==> src/verilog/pbank_pkg.sv <==
package pbank_pkg;

    // ------------------------------------------------------------------
    // Timebase
    // ------------------------------------------------------------------
    localparam int CLK_PERIOD_NS = 25;
    localparam int TICK_PERIOD_NS = 1000000;
    localparam int PRE_W = 16;
    localparam int MS_W = 15;
    localparam int PHASE_W = 12;

    // Interval figures in milliseconds, one tick per millisecond.
    localparam logic [PHASE_W-1:0] PHASE_WRAP_MS = 12'hFA0;
    localparam logic [PHASE_W-1:0] CHG_BLINK_PERIOD_MS = 12'h3E8;
    localparam logic [PHASE_W-1:0] CHG_BLINK_ON_MS = 12'h1F4;
    localparam logic [PHASE_W-1:0] IDLE_BLINK_PERIOD_MS = 12'h7D0;
    localparam logic [PHASE_W-1:0] IDLE_BLINK_ON_MS = 12'h0FA;
    localparam logic [PHASE_W-1:0] LOW_BLINK_PERIOD_MS = 12'h0FA;
    localparam logic [PHASE_W-1:0] LOW_BLINK_ON_MS = 12'h07D;
    localparam logic [MS_W-1:0] SHORT_MIN_MS = 15'h003C;
    localparam logic [MS_W-1:0] LONG_MS = 15'h07D0;
    localparam logic [MS_W-1:0] DISPLAY_MS = 15'h0FA0;
    localparam logic [MS_W-1:0] LOAD_IDLE_MS = 15'h3E80;

    // ------------------------------------------------------------------
    // Register map
    // ------------------------------------------------------------------
    localparam int ADDR_W = 12;
    localparam logic [ADDR_W-1:0] CTRL_OFS = 12'h000;
    localparam logic [ADDR_W-1:0] STATUS_OFS = 12'h004;
    localparam int CTRL_NTC_EN_BIT = 0;
    localparam int CTRL_AUTOLOAD_EN_BIT = 1;
    localparam logic [1:0] CTRL_RESET = 2'h3;

    // ------------------------------------------------------------------
    // Types
    // ------------------------------------------------------------------
    typedef enum logic [3:0] {
        ST_OFF = 4'h0,
        ST_BOOST = 4'h1,
        ST_TRICKLE = 4'h2,
        ST_CC = 4'h3,
        ST_CV = 4'h4,
        ST_DONE = 4'h5,
        ST_RECHARGE = 4'h6,
        ST_CHG_HOLD = 4'h7
    } state_t;

    typedef enum logic [1:0] {
        CHG_NONE = 2'h0,
        CHG_TRICKLE = 2'h1,
        CHG_CC = 2'h2,
        CHG_CV = 2'h3
    } chg_mode_t;

    // Each bit is high while the battery is above the named level.
    typedef struct packed {
        logic v4p2_near;
        logic v4p07;
        logic v4p02;
        logic v3p87;
        logic v3p85;
        logic v3p72;
        logic v3p71;
        logic v3p55;
        logic v3p43;
        logic v3p2;
        logic v3p1;
        logic v2p9;
    } bat_above_t;

    typedef struct packed {
        logic input_undervoltage_lockout_ok;
        logic vin_present;
        logic chg_current_low;
        logic load_current_low;
        logic load_detect;
        logic die_hot;
        logic battery_thermistor_fault;
        logic battery_thermistor_grounded;
    } sense_t;

    typedef struct packed {
        logic button;
        sense_t sense;
        bat_above_t bat;
    } raw_in_t;

    typedef struct packed {
        logic gauge_led_top;
        logic gauge_led_third;
        logic gauge_led_second;
        logic gauge_led_lowest;
    } gauge_t;

    typedef struct packed {
        logic [18:0] rsvd;
        gauge_t gauge;
        logic torch;
        logic boost;
        logic path_gate;
        chg_mode_t mode;
        state_t state;
    } status_reg_t;

endpackage

==> src/verilog/power_bank_mode_indicator_ctrl.sv <==
// The register offsets and register access over APB were left to the implementer.
`timescale 1ns/100ps
// Overview of operation
// - Charging blinks only the LED of the battery band at 3.72/3.87/4.02 V.
// - Charging blink is 1 Hz with a 0.5 s on pulse.
// - At end-of-charge current, stop charging and light all four LEDs.
// - Boost gauge shows 4/3/2/1 LEDs at 3.85/3.71/3.55/3.43 V bands.
// - Boost at 3.43-3.2 V blinks a 4 Hz warning during the gauge display; below 3.2 V shuts down.
// - A short-press gauge display in boost stays for 4 s.
// - After the display, only the lowest LED blinks, 2 s period, 0.25 s on.
// - Input below lockout means sleep; above lockout enters charging.
// - Battery below 2.9 V while charging selects trickle charging.
// - Above trickle threshold, charge at constant current.
// - Nearing 4.2 V, move from constant current to constant voltage.
// - After end of charge, a drop to 4.07 V restarts a charge cycle.
// - Charging keeps boost off, ignores short presses, long press toggles torch.
// - Leaving charging mode goes to standby.
// - From shutdown, a short press or a load attach starts the boost.
// - Path gate high in boost operation, low when off, charging or faulted.
// - Input above 1.6 V while boosting drops the path gate at once.
// - After input removal, boost resumes only after a new press or a load attach.
// - Load below 20 mA for over 16 s stops boost into standby.
// - Die at 150 C cuts boost or stops charging.
// - Thermistor faults stop charging; grounded thermistor disables the check.
// - Press 60 ms to 2 s is short; over 2 s is long.
// - Each long press toggles the torch.
// - Below 3.1 V torch and boost cannot start; a lit torch stays on.
// - A further short press in boost shows the gauge 4 s again.
module power_bank_mode_indicator_ctrl
    import pbank_pkg::*;
#(
    parameter int TICK_CYCLES = TICK_PERIOD_NS / CLK_PERIOD_NS
) (
    // Clock and reset
    input wire logic ref_clk_i,
    input wire logic nrst_i,
    // Button and analog flags
    input wire logic button_i,
    input wire sense_t sense_i,
    input wire bat_above_t bat_i,
    // Indicators and power stage controls
    output gauge_t gauge_o,
    output logic torch_en_o,
    output logic boost_en_o,
    output logic path_gate_o,
    output chg_mode_t chg_mode_o,
    // APB slave
    input wire logic psel_i,
    input wire logic penable_i,
    input wire logic pwrite_i,
    input wire logic [ADDR_W-1:0] paddr_i,
    input wire logic [31:0] pwdata_i,
    input wire logic [3:0] pstrb_i,
    output logic pready_o,
    output logic [31:0] prdata_o,
    output logic pslverr_o
);

    // ------------------------------------------------------------------
    // Input synchroniser and filter
    // ------------------------------------------------------------------
    localparam int IN_W = $bits(raw_in_t);

    raw_in_t raw;
    logic [IN_W-1:0] s1_q, s2_q, s3_q, filt_q;
    raw_in_t in_f;

    assign raw = '{button: button_i, sense: sense_i, bat: bat_i};

    always_ff @(posedge ref_clk_i or negedge nrst_i) begin
        if (!nrst_i) begin
            s1_q <= '0;
            s2_q <= '0;
            s3_q <= '0;
        end else begin
            s1_q <= raw;
            s2_q <= s1_q;
            s3_q <= s2_q;
        end
    end

    // A bit only moves once two later stages agree, which rejects single-cycle glitches.
    always_ff @(posedge ref_clk_i or negedge nrst_i) begin
        if (!nrst_i) begin
            filt_q <= '0;
        end else begin
            filt_q <= (~(s2_q ^ s3_q) & s2_q) | ((s2_q ^ s3_q) & filt_q);
        end
    end

    assign in_f = raw_in_t'(filt_q);

    // ------------------------------------------------------------------
    // Timebase
    // ------------------------------------------------------------------
    logic [PRE_W-1:0] pre_q;
    logic tick_q;
    logic [PHASE_W-1:0] phase_q;

    always_ff @(posedge ref_clk_i or negedge nrst_i) begin
        if (!nrst_i) begin
            pre_q <= '0;
            tick_q <= 1'b0;
        end else if (pre_q == PRE_W'(TICK_CYCLES - 1)) begin
            pre_q <= '0;
            tick_q <= 1'b1;
        end else begin
            pre_q <= pre_q + 1'b1;
            tick_q <= 1'b0;
        end
    end

    // The phase wraps at a common multiple of all blink periods, so patterns never slip.
    always_ff @(posedge ref_clk_i or negedge nrst_i) begin
        if (!nrst_i) begin
            phase_q <= '0;
        end else if (tick_q) begin
            phase_q <= (phase_q == PHASE_WRAP_MS - 1'b1) ? '0 : phase_q + 1'b1;
        end
    end

    function automatic logic blink(input logic [PHASE_W-1:0] ph,
                                   input logic [PHASE_W-1:0] period,
                                   input logic [PHASE_W-1:0] on_ms);
        blink = (ph % period) < on_ms;
    endfunction

    // ------------------------------------------------------------------
    // Button classification
    // ------------------------------------------------------------------
    logic [MS_W-1:0] press_q;
    logic short_press;
    logic long_press;

    always_ff @(posedge ref_clk_i or negedge nrst_i) begin
        if (!nrst_i) begin
            press_q <= '0;
        end else if (tick_q) begin
            if (!in_f.button) begin
                press_q <= '0;
            end else if (press_q != LONG_MS) begin
                press_q <= press_q + 1'b1;
            end
        end
    end

    assign short_press = tick_q && !in_f.button && press_q > SHORT_MIN_MS
                         && press_q < LONG_MS;
    assign long_press = tick_q && in_f.button && press_q == LONG_MS - 1'b1;

    // ------------------------------------------------------------------
    // Mode state machine
    // ------------------------------------------------------------------
    state_t state_q, state_d;
    logic [1:0] ctrl_q;
    logic load_timeout;
    logic bat_temp_fault;
    logic chg_stop;
    logic in_charge;
    logic boost_start;
    logic [MS_W-1:0] load_q;

    assign bat_temp_fault = in_f.sense.battery_thermistor_fault
                            && !in_f.sense.battery_thermistor_grounded
                            && ctrl_q[CTRL_NTC_EN_BIT];
    assign chg_stop = in_f.sense.die_hot || bat_temp_fault;
    assign in_charge = state_q inside {ST_TRICKLE, ST_CC, ST_CV, ST_DONE, ST_RECHARGE,
                                       ST_CHG_HOLD};
    assign boost_start = (short_press
                          || (in_f.sense.load_detect && ctrl_q[CTRL_AUTOLOAD_EN_BIT]))
                         && in_f.bat.v3p1 && !in_f.sense.die_hot;

    always_comb begin
        state_d = state_q;
        case (state_q)
            ST_OFF: begin
                if (in_f.sense.input_undervoltage_lockout_ok) begin
                    state_d = ST_TRICKLE;
                end else if (boost_start && !in_f.sense.vin_present) begin
                    state_d = ST_BOOST;
                end
            end
            ST_BOOST: begin
                if (in_f.sense.vin_present) begin
                    state_d = in_f.sense.input_undervoltage_lockout_ok ? ST_TRICKLE
                                                                       : ST_OFF;
                end else if (!in_f.bat.v3p2 || in_f.sense.die_hot || load_timeout) begin
                    state_d = ST_OFF;
                end
            end
            ST_TRICKLE: begin
                if (in_f.bat.v2p9) begin
                    state_d = ST_CC;
                end
            end
            ST_CC: begin
                if (!in_f.bat.v2p9) begin
                    state_d = ST_TRICKLE;
                end else if (in_f.bat.v4p2_near) begin
                    state_d = ST_CV;
                end
            end
            ST_CV: begin
                if (in_f.sense.chg_current_low) begin
                    state_d = ST_DONE;
                end
            end
            ST_DONE: begin
                if (!in_f.bat.v4p07) begin
                    state_d = ST_RECHARGE;
                end
            end
            ST_RECHARGE: state_d = ST_TRICKLE;
            ST_CHG_HOLD: begin
                if (!chg_stop) begin
                    state_d = ST_TRICKLE;
                end
            end
            default: begin
                state_d = ST_OFF;
            end
        endcase
        // Charger faults and input loss override every charging state.
        if (state_d inside {ST_TRICKLE, ST_CC, ST_CV, ST_DONE, ST_RECHARGE} && chg_stop) begin
            state_d = ST_CHG_HOLD;
        end
        if (in_charge && !in_f.sense.input_undervoltage_lockout_ok) begin
            state_d = ST_OFF;
        end
    end

    always_ff @(posedge ref_clk_i or negedge nrst_i) begin
        if (!nrst_i) begin
            state_q <= ST_OFF;
        end else begin
            state_q <= state_d;
        end
    end

    // ------------------------------------------------------------------
    // Load idle timer
    // ------------------------------------------------------------------
    always_ff @(posedge ref_clk_i or negedge nrst_i) begin
        if (!nrst_i) begin
            load_q <= '0;
        end else if (state_q != ST_BOOST || !in_f.sense.load_current_low) begin
            load_q <= '0;
        end else if (tick_q && load_q != LOAD_IDLE_MS) begin
            load_q <= load_q + 1'b1;
        end
    end

    // Strictly longer than the idle limit: one more tick after reaching it.
    assign load_timeout = tick_q && in_f.sense.load_current_low
                          && load_q == LOAD_IDLE_MS;

    // ------------------------------------------------------------------
    // Gauge display timer
    // ------------------------------------------------------------------
    logic [MS_W-1:0] disp_q;
    logic disp_start;

    assign disp_start = short_press && ((state_q == ST_OFF && state_d == ST_BOOST)
                                        || state_q == ST_BOOST);

    always_ff @(posedge ref_clk_i or negedge nrst_i) begin
        if (!nrst_i) begin
            disp_q <= '0;
        end else if (state_q != ST_BOOST && !disp_start) begin
            disp_q <= '0;
        end else if (disp_start) begin
            disp_q <= DISPLAY_MS;
        end else if (tick_q && disp_q != '0) begin
            disp_q <= disp_q - 1'b1;
        end
    end

    // ------------------------------------------------------------------
    // Torch
    // ------------------------------------------------------------------
    logic torch_q;

    // Long press works in every state; a low battery only blocks switching on.
    always_ff @(posedge ref_clk_i or negedge nrst_i) begin
        if (!nrst_i) begin
            torch_q <= 1'b0;
        end else if (long_press) begin
            if (torch_q) begin
                torch_q <= 1'b0;
            end else if (in_f.bat.v3p1) begin
                torch_q <= 1'b1;
            end
        end
    end

    // ------------------------------------------------------------------
    // Gauge LED patterns
    // ------------------------------------------------------------------
    gauge_t gauge_d;
    logic chg_blink;

    assign chg_blink = blink(phase_q, CHG_BLINK_PERIOD_MS, CHG_BLINK_ON_MS);

    always_comb begin
        gauge_d = '0;
        case (state_q)
            ST_TRICKLE, ST_CC, ST_CV, ST_RECHARGE, ST_CHG_HOLD: begin
                if (in_f.bat.v4p02) begin
                    gauge_d.gauge_led_top = chg_blink;
                end else if (in_f.bat.v3p87) begin
                    gauge_d.gauge_led_third = chg_blink;
                end else if (in_f.bat.v3p72) begin
                    gauge_d.gauge_led_second = chg_blink;
                end else begin
                    gauge_d.gauge_led_lowest = chg_blink;
                end
            end
            ST_DONE: begin
                gauge_d = '1;
            end
            ST_BOOST: begin
                if (disp_q == '0) begin
                    gauge_d.gauge_led_lowest = blink(phase_q, IDLE_BLINK_PERIOD_MS,
                                                     IDLE_BLINK_ON_MS);
                end else if (!in_f.bat.v3p43) begin
                    gauge_d.gauge_led_lowest = blink(phase_q, LOW_BLINK_PERIOD_MS,
                                                     LOW_BLINK_ON_MS);
                end else begin
                    gauge_d.gauge_led_lowest = 1'b1;
                    gauge_d.gauge_led_second = in_f.bat.v3p55;
                    gauge_d.gauge_led_third = in_f.bat.v3p71;
                    gauge_d.gauge_led_top = in_f.bat.v3p85;
                end
            end
            default: gauge_d = '0;
        endcase
    end

    // ------------------------------------------------------------------
    // Power stage outputs
    // ------------------------------------------------------------------
    chg_mode_t mode_d;

    always_comb begin
        case (state_q)
            ST_TRICKLE: mode_d = CHG_TRICKLE;
            ST_CC: mode_d = CHG_CC;
            ST_CV: mode_d = CHG_CV;
            default: mode_d = CHG_NONE;
        endcase
    end

    // Boost and gate follow the next state, so the gate drops one edge before chg_mode_o changes.
    always_ff @(posedge ref_clk_i or negedge nrst_i) begin
        if (!nrst_i) begin
            gauge_o <= '0;
            torch_en_o <= 1'b0;
            boost_en_o <= 1'b0;
            path_gate_o <= 1'b0;
            chg_mode_o <= CHG_NONE;
        end else begin
            gauge_o <= gauge_d;
            torch_en_o <= torch_q;
            boost_en_o <= state_d == ST_BOOST;
            path_gate_o <= state_d == ST_BOOST;
            chg_mode_o <= mode_d;
        end
    end

    // ------------------------------------------------------------------
    // APB register slave
    // ------------------------------------------------------------------
    status_reg_t status;
    logic mapped;

    assign mapped = paddr_i == CTRL_OFS || paddr_i == STATUS_OFS;

    always_comb begin
        status = '0;
        status.gauge = gauge_o;
        status.torch = torch_en_o;
        status.boost = boost_en_o;
        status.path_gate = path_gate_o;
        status.mode = chg_mode_o;
        status.state = state_q;
    end

    // One wait state: data and error are registered on the edge that raises pready.
    always_ff @(posedge ref_clk_i or negedge nrst_i) begin
        if (!nrst_i) begin
            pready_o <= 1'b0;
            prdata_o <= '0;
            pslverr_o <= 1'b0;
        end else if (psel_i && penable_i && !pready_o) begin
            pready_o <= 1'b1;
            pslverr_o <= !mapped;
            if (pwrite_i || !mapped) begin
                prdata_o <= '0;
            end else if (paddr_i == CTRL_OFS) begin
                prdata_o <= 32'(ctrl_q);
            end else begin
                prdata_o <= status;
            end
        end else begin
            pready_o <= 1'b0;
            pslverr_o <= 1'b0;
        end
    end

    always_ff @(posedge ref_clk_i or negedge nrst_i) begin
        if (!nrst_i) begin
            ctrl_q <= CTRL_RESET;
        end else if (psel_i && penable_i && pready_o && pwrite_i
                     && paddr_i == CTRL_OFS && pstrb_i[0]) begin
            ctrl_q <= pwdata_i[1:0];
        end
    end

endmodule
==> config.mk <==
export PLATFORM = sky130hd
export DESIGN_NAME = power_bank_mode_indicator_ctrl
export DESIGN_NICKNAME = d
export VERILOG_FILES = /design/src/verilog/pbank_pkg.sv /design/src/verilog/power_bank_mode_indicator_ctrl.sv
export SDC_FILE = /design/constraint.sdc
export NUM_CORES = 1
export LEC_CHECK = 0
export BUFFER_PORTS_ARGS = -buffer_cell sky130_fd_sc_hd__buf_2
export CORE_UTILIZATION = 58
export CTS_CLUSTER_SIZE = 25
export DETAILED_ROUTE_END_ITERATION = 10
export PLACE_DENSITY = 0.86
export RECOVER_POWER = 100
export SKIP_LAST_GASP = 1
export SYNTH_ARGS = -nofsm -noshare
export SYNTH_HDL_FRONTEND = slang
export SYNTH_SLANG_ARGS = --single-unit
export TNS_END_PERCENT = 50
==> constraint.sdc <==
create_clock -name ref_clk_i -period 3.93 [get_ports ref_clk_i]
set_clock_uncertainty 0.1 [all_clocks]
set_input_delay 0.1965 -clock ref_clk_i [delete_from_list [all_inputs] [get_ports ref_clk_i]]
set_output_delay 0.1965 -clock ref_clk_i [all_outputs]
set_load 0.02 [all_outputs]
==> results.cfg <==
[run_status]
outcome = finished, violations left
violations = capacitance limit, slew limit

[die]
die_h_um = 123
core_area_mm2 = 0.0141
die_w_um = 123
rows = 43
die_area_mm2 = 0.0152
start_util_pct = 60.6
io-pin-count = 117

[final_layout]
fin_util_pct = 69.8
fillCellCount = 988
drive_above_1_share_pct = 12.2
syn_to_final_growth_pct = 15.3
n_antenna_cell = 0
fin_nets = 997
stdcell_area_mm2 = 0.00984

[worst_setup_path]
path_max_fanout = 11
critPathRequiredTime_ns = 4.12
rr_startpoint = phase_q[5]$_DFFE_PN0P_
critical-path-top-delay-family = compound AO/OA/AOI/OAI gates
rrSetupSlack_ns = 0.21
crit_path_start = phase_q[5]$_DFFE_PN0P_
cp.arrival_ns = 3.91
cp-start-kind = register
crit_buf_inv = 0
cpPeakStageDelay_ns = 0.58
crit_type = register to register
crit_chain = o211a_2 > a211o_1 > or4_4 > a21o_1 > a32oi_4 > o21ai_2 > mux2i_1 > or4_4 > a2111oi_2 > a22oi_1
slowest_stage = or4_4
crit_top_cell = or4_4
end_kind = register

[timing]
setup_tns_ns = 0
period_minus_slack_ns = 3.72
slew_viol_final = 97
worst_hold_slack_ns = 0.0293
fmax_mhz = 269
finalSetupViolCount = 0
slew_headroom_pct = -51.8
max_slew.worst_pin.slew_ns = 2.28
fin_crit_sh_pct = 94.6
hold_violations = 0

[synthesis]
synth_cell_type_count = 73
synthTopCellsByCount = dfrtp_1 (185), nor2_1 (88), nand2_1 (62)
synth_area_leaders = dfrtp_1 (54%), nor2_1 (3.9%), xor2_1 (2.9%)
postSynthAreaPerCell_um2 = 10.5
syn-cell-area_mm2 = 0.00854
synth_cells = 814
synthArstFlopShare_pct = 100
ys_seq_area_share_pct = 54.8
synth.most_common_cell = dfrtp_1
ys_warn_count = 0
synth_top_area_cell = dfrtp_1
synth_seq_cells = 187
synthFlopType = dfrtp_1
yosys.area.top_type_share_pct = 54.2
synth-edff-count = 0

[global_route]
antenna_found_initial = 0
globalRouteOverflowTotal = 0
grt_max_degree = 97
grt_pass1_vias = 6291
track_usage_pct = 25.3
grt_pass1_wl_um = 29300

[routing]
via_count = 6416
remaining_drc_errors = 0
viasPerCell = 5.80
dr.pass1.iters = 6
wire_per_inst_um = 15.9
ant_nets = 0
drt_iter0_drc = 385
wirelength_um = 17600

[cts]
clock_path_buffers = 2
root_buffer = clkbuf_16
cts_setup_buffers = 0
htree_levels = 4
cts_sinks = 187
cts_tree = built
path_clk_slew_ns = 0.07
cts_buffers = 17
clkLatencyLatePin_ns = 0.43

[placement]
place.gp.congestion = 0.888
portBuffers = 64
dp_hpwl_um = 11700
placed_area_mm2 = 0.00904

[pwr]
power_density_mw_per_mm2 = 444
p_leak_uw = 0.00427
power_uw = 4370
irDropWorstVdd_uv = 527

[run]
drv_cap = 1

[min_path]
hold_path_class = primary input to register
min_from = paddr_i[2]
## report_power, final
group	total, µW	leakage, µW	switching, µW	internal (µW)
clock network	1760	0.000302	774	982
registers	2130	0.00238	100	2030
logic	487	0.00158	319	168
## layout by cell type (no fill, tap or decap), drive strengths merged, types with 17 or more instances in the layout
cell	Yosys	routed
conb	1	20
nor3	17	17
or3	18	18
xor2	28	28
nand3	39	39
a21oi	35	35
xnor2	26	26
buf	33	53
nand2	62	62
clkbuf	16	52
o21ai	47	47
dfrtp	185	185
dlygate4sd3	0	24
inv	26	31
maj3	23	23
nor2	88	88
## metal layers
metal  share of wire (%)  global-route usage [%]
met4                 2.1                    10.7
met3                 4.5                    5.67
met1                  43                    31.0
met5                   0                       0
met2                  51                    42.9
## cells by family (layout without fill, tap and decap cells)
group / after synthesis / after routing / synth area share (%)
simple gates: 294 / 294 / 16.8
fa+ha+maj: 32 / 32 / 4.02
flops: 187 / 187 / 54.8
mux: 13 / 13 / 1.58
buf+inv: 77 / 170 / 4.69
other cells: 1 / 20 / 0.0439
compound gates: 156 / 156 / 12.5
xor+xnor: 54 / 54 / 5.54
## per-stage QoR
step	worst slack, ns	cells
floorplan	0.360	833
global placement	0.228	1051
detailed placement	0.145	1051
CTS	0.131	1106
global route	-0.00820	1106
finish	0.214	1106
## what timing repair did
action | in CTS | in global routing
endpoints found under the setup margin | 0 | 1
hold endpoints to repair | 115 | 0
resized for setup | 0 | 4
hold buffers | 24 | 0
## path summary, 6_finish.rpt
path | end | depth (start not counted)
hold reg to reg | s2_q[6]$_DFF_PN0_ | 0
setup reg to reg | gauge_o[0]$_DFF_PN0_ | 10
max in group asynchronous | async pin | 3
min in group asynchronous | phase_q[4]$_DFFE_PN0P_ | 2
hold / removal | prdata_o[0]$_DFFE_PN0P_ | 3
setup / recovery | gauge_o[0]$_DFF_PN0_ | 10
## area by class of cell
class / count / area (µm²) / share of cell area (%)
sequential: 187 / 4690 / 47.6
multi-input combinational: 569 / 3530 / 35.9
inverter: 28 / 105 / 1.07
tap: 180 / 225 / 2.29
clock inverter: 13 / 179 / 1.82
timing repair buffer: 111 / 679 / 6.90
clock buffer: 18 / 439 / 4.46
## worst register-to-register path, stage by stage, from the launching register on
cell and delay [ns]:
dfrtp_2 0.49, o211a_2 0.33, a211o_1 0.34, or4_4 0.55, a21o_1 0.22, a32oi_4 0.27, o21ai_2 0.11, mux2i_1 0.18
or4_4 0.58, a2111oi_2 0.32, a22oi_1 0.12
Note: power is estimated with default switching activity, not from simulation.
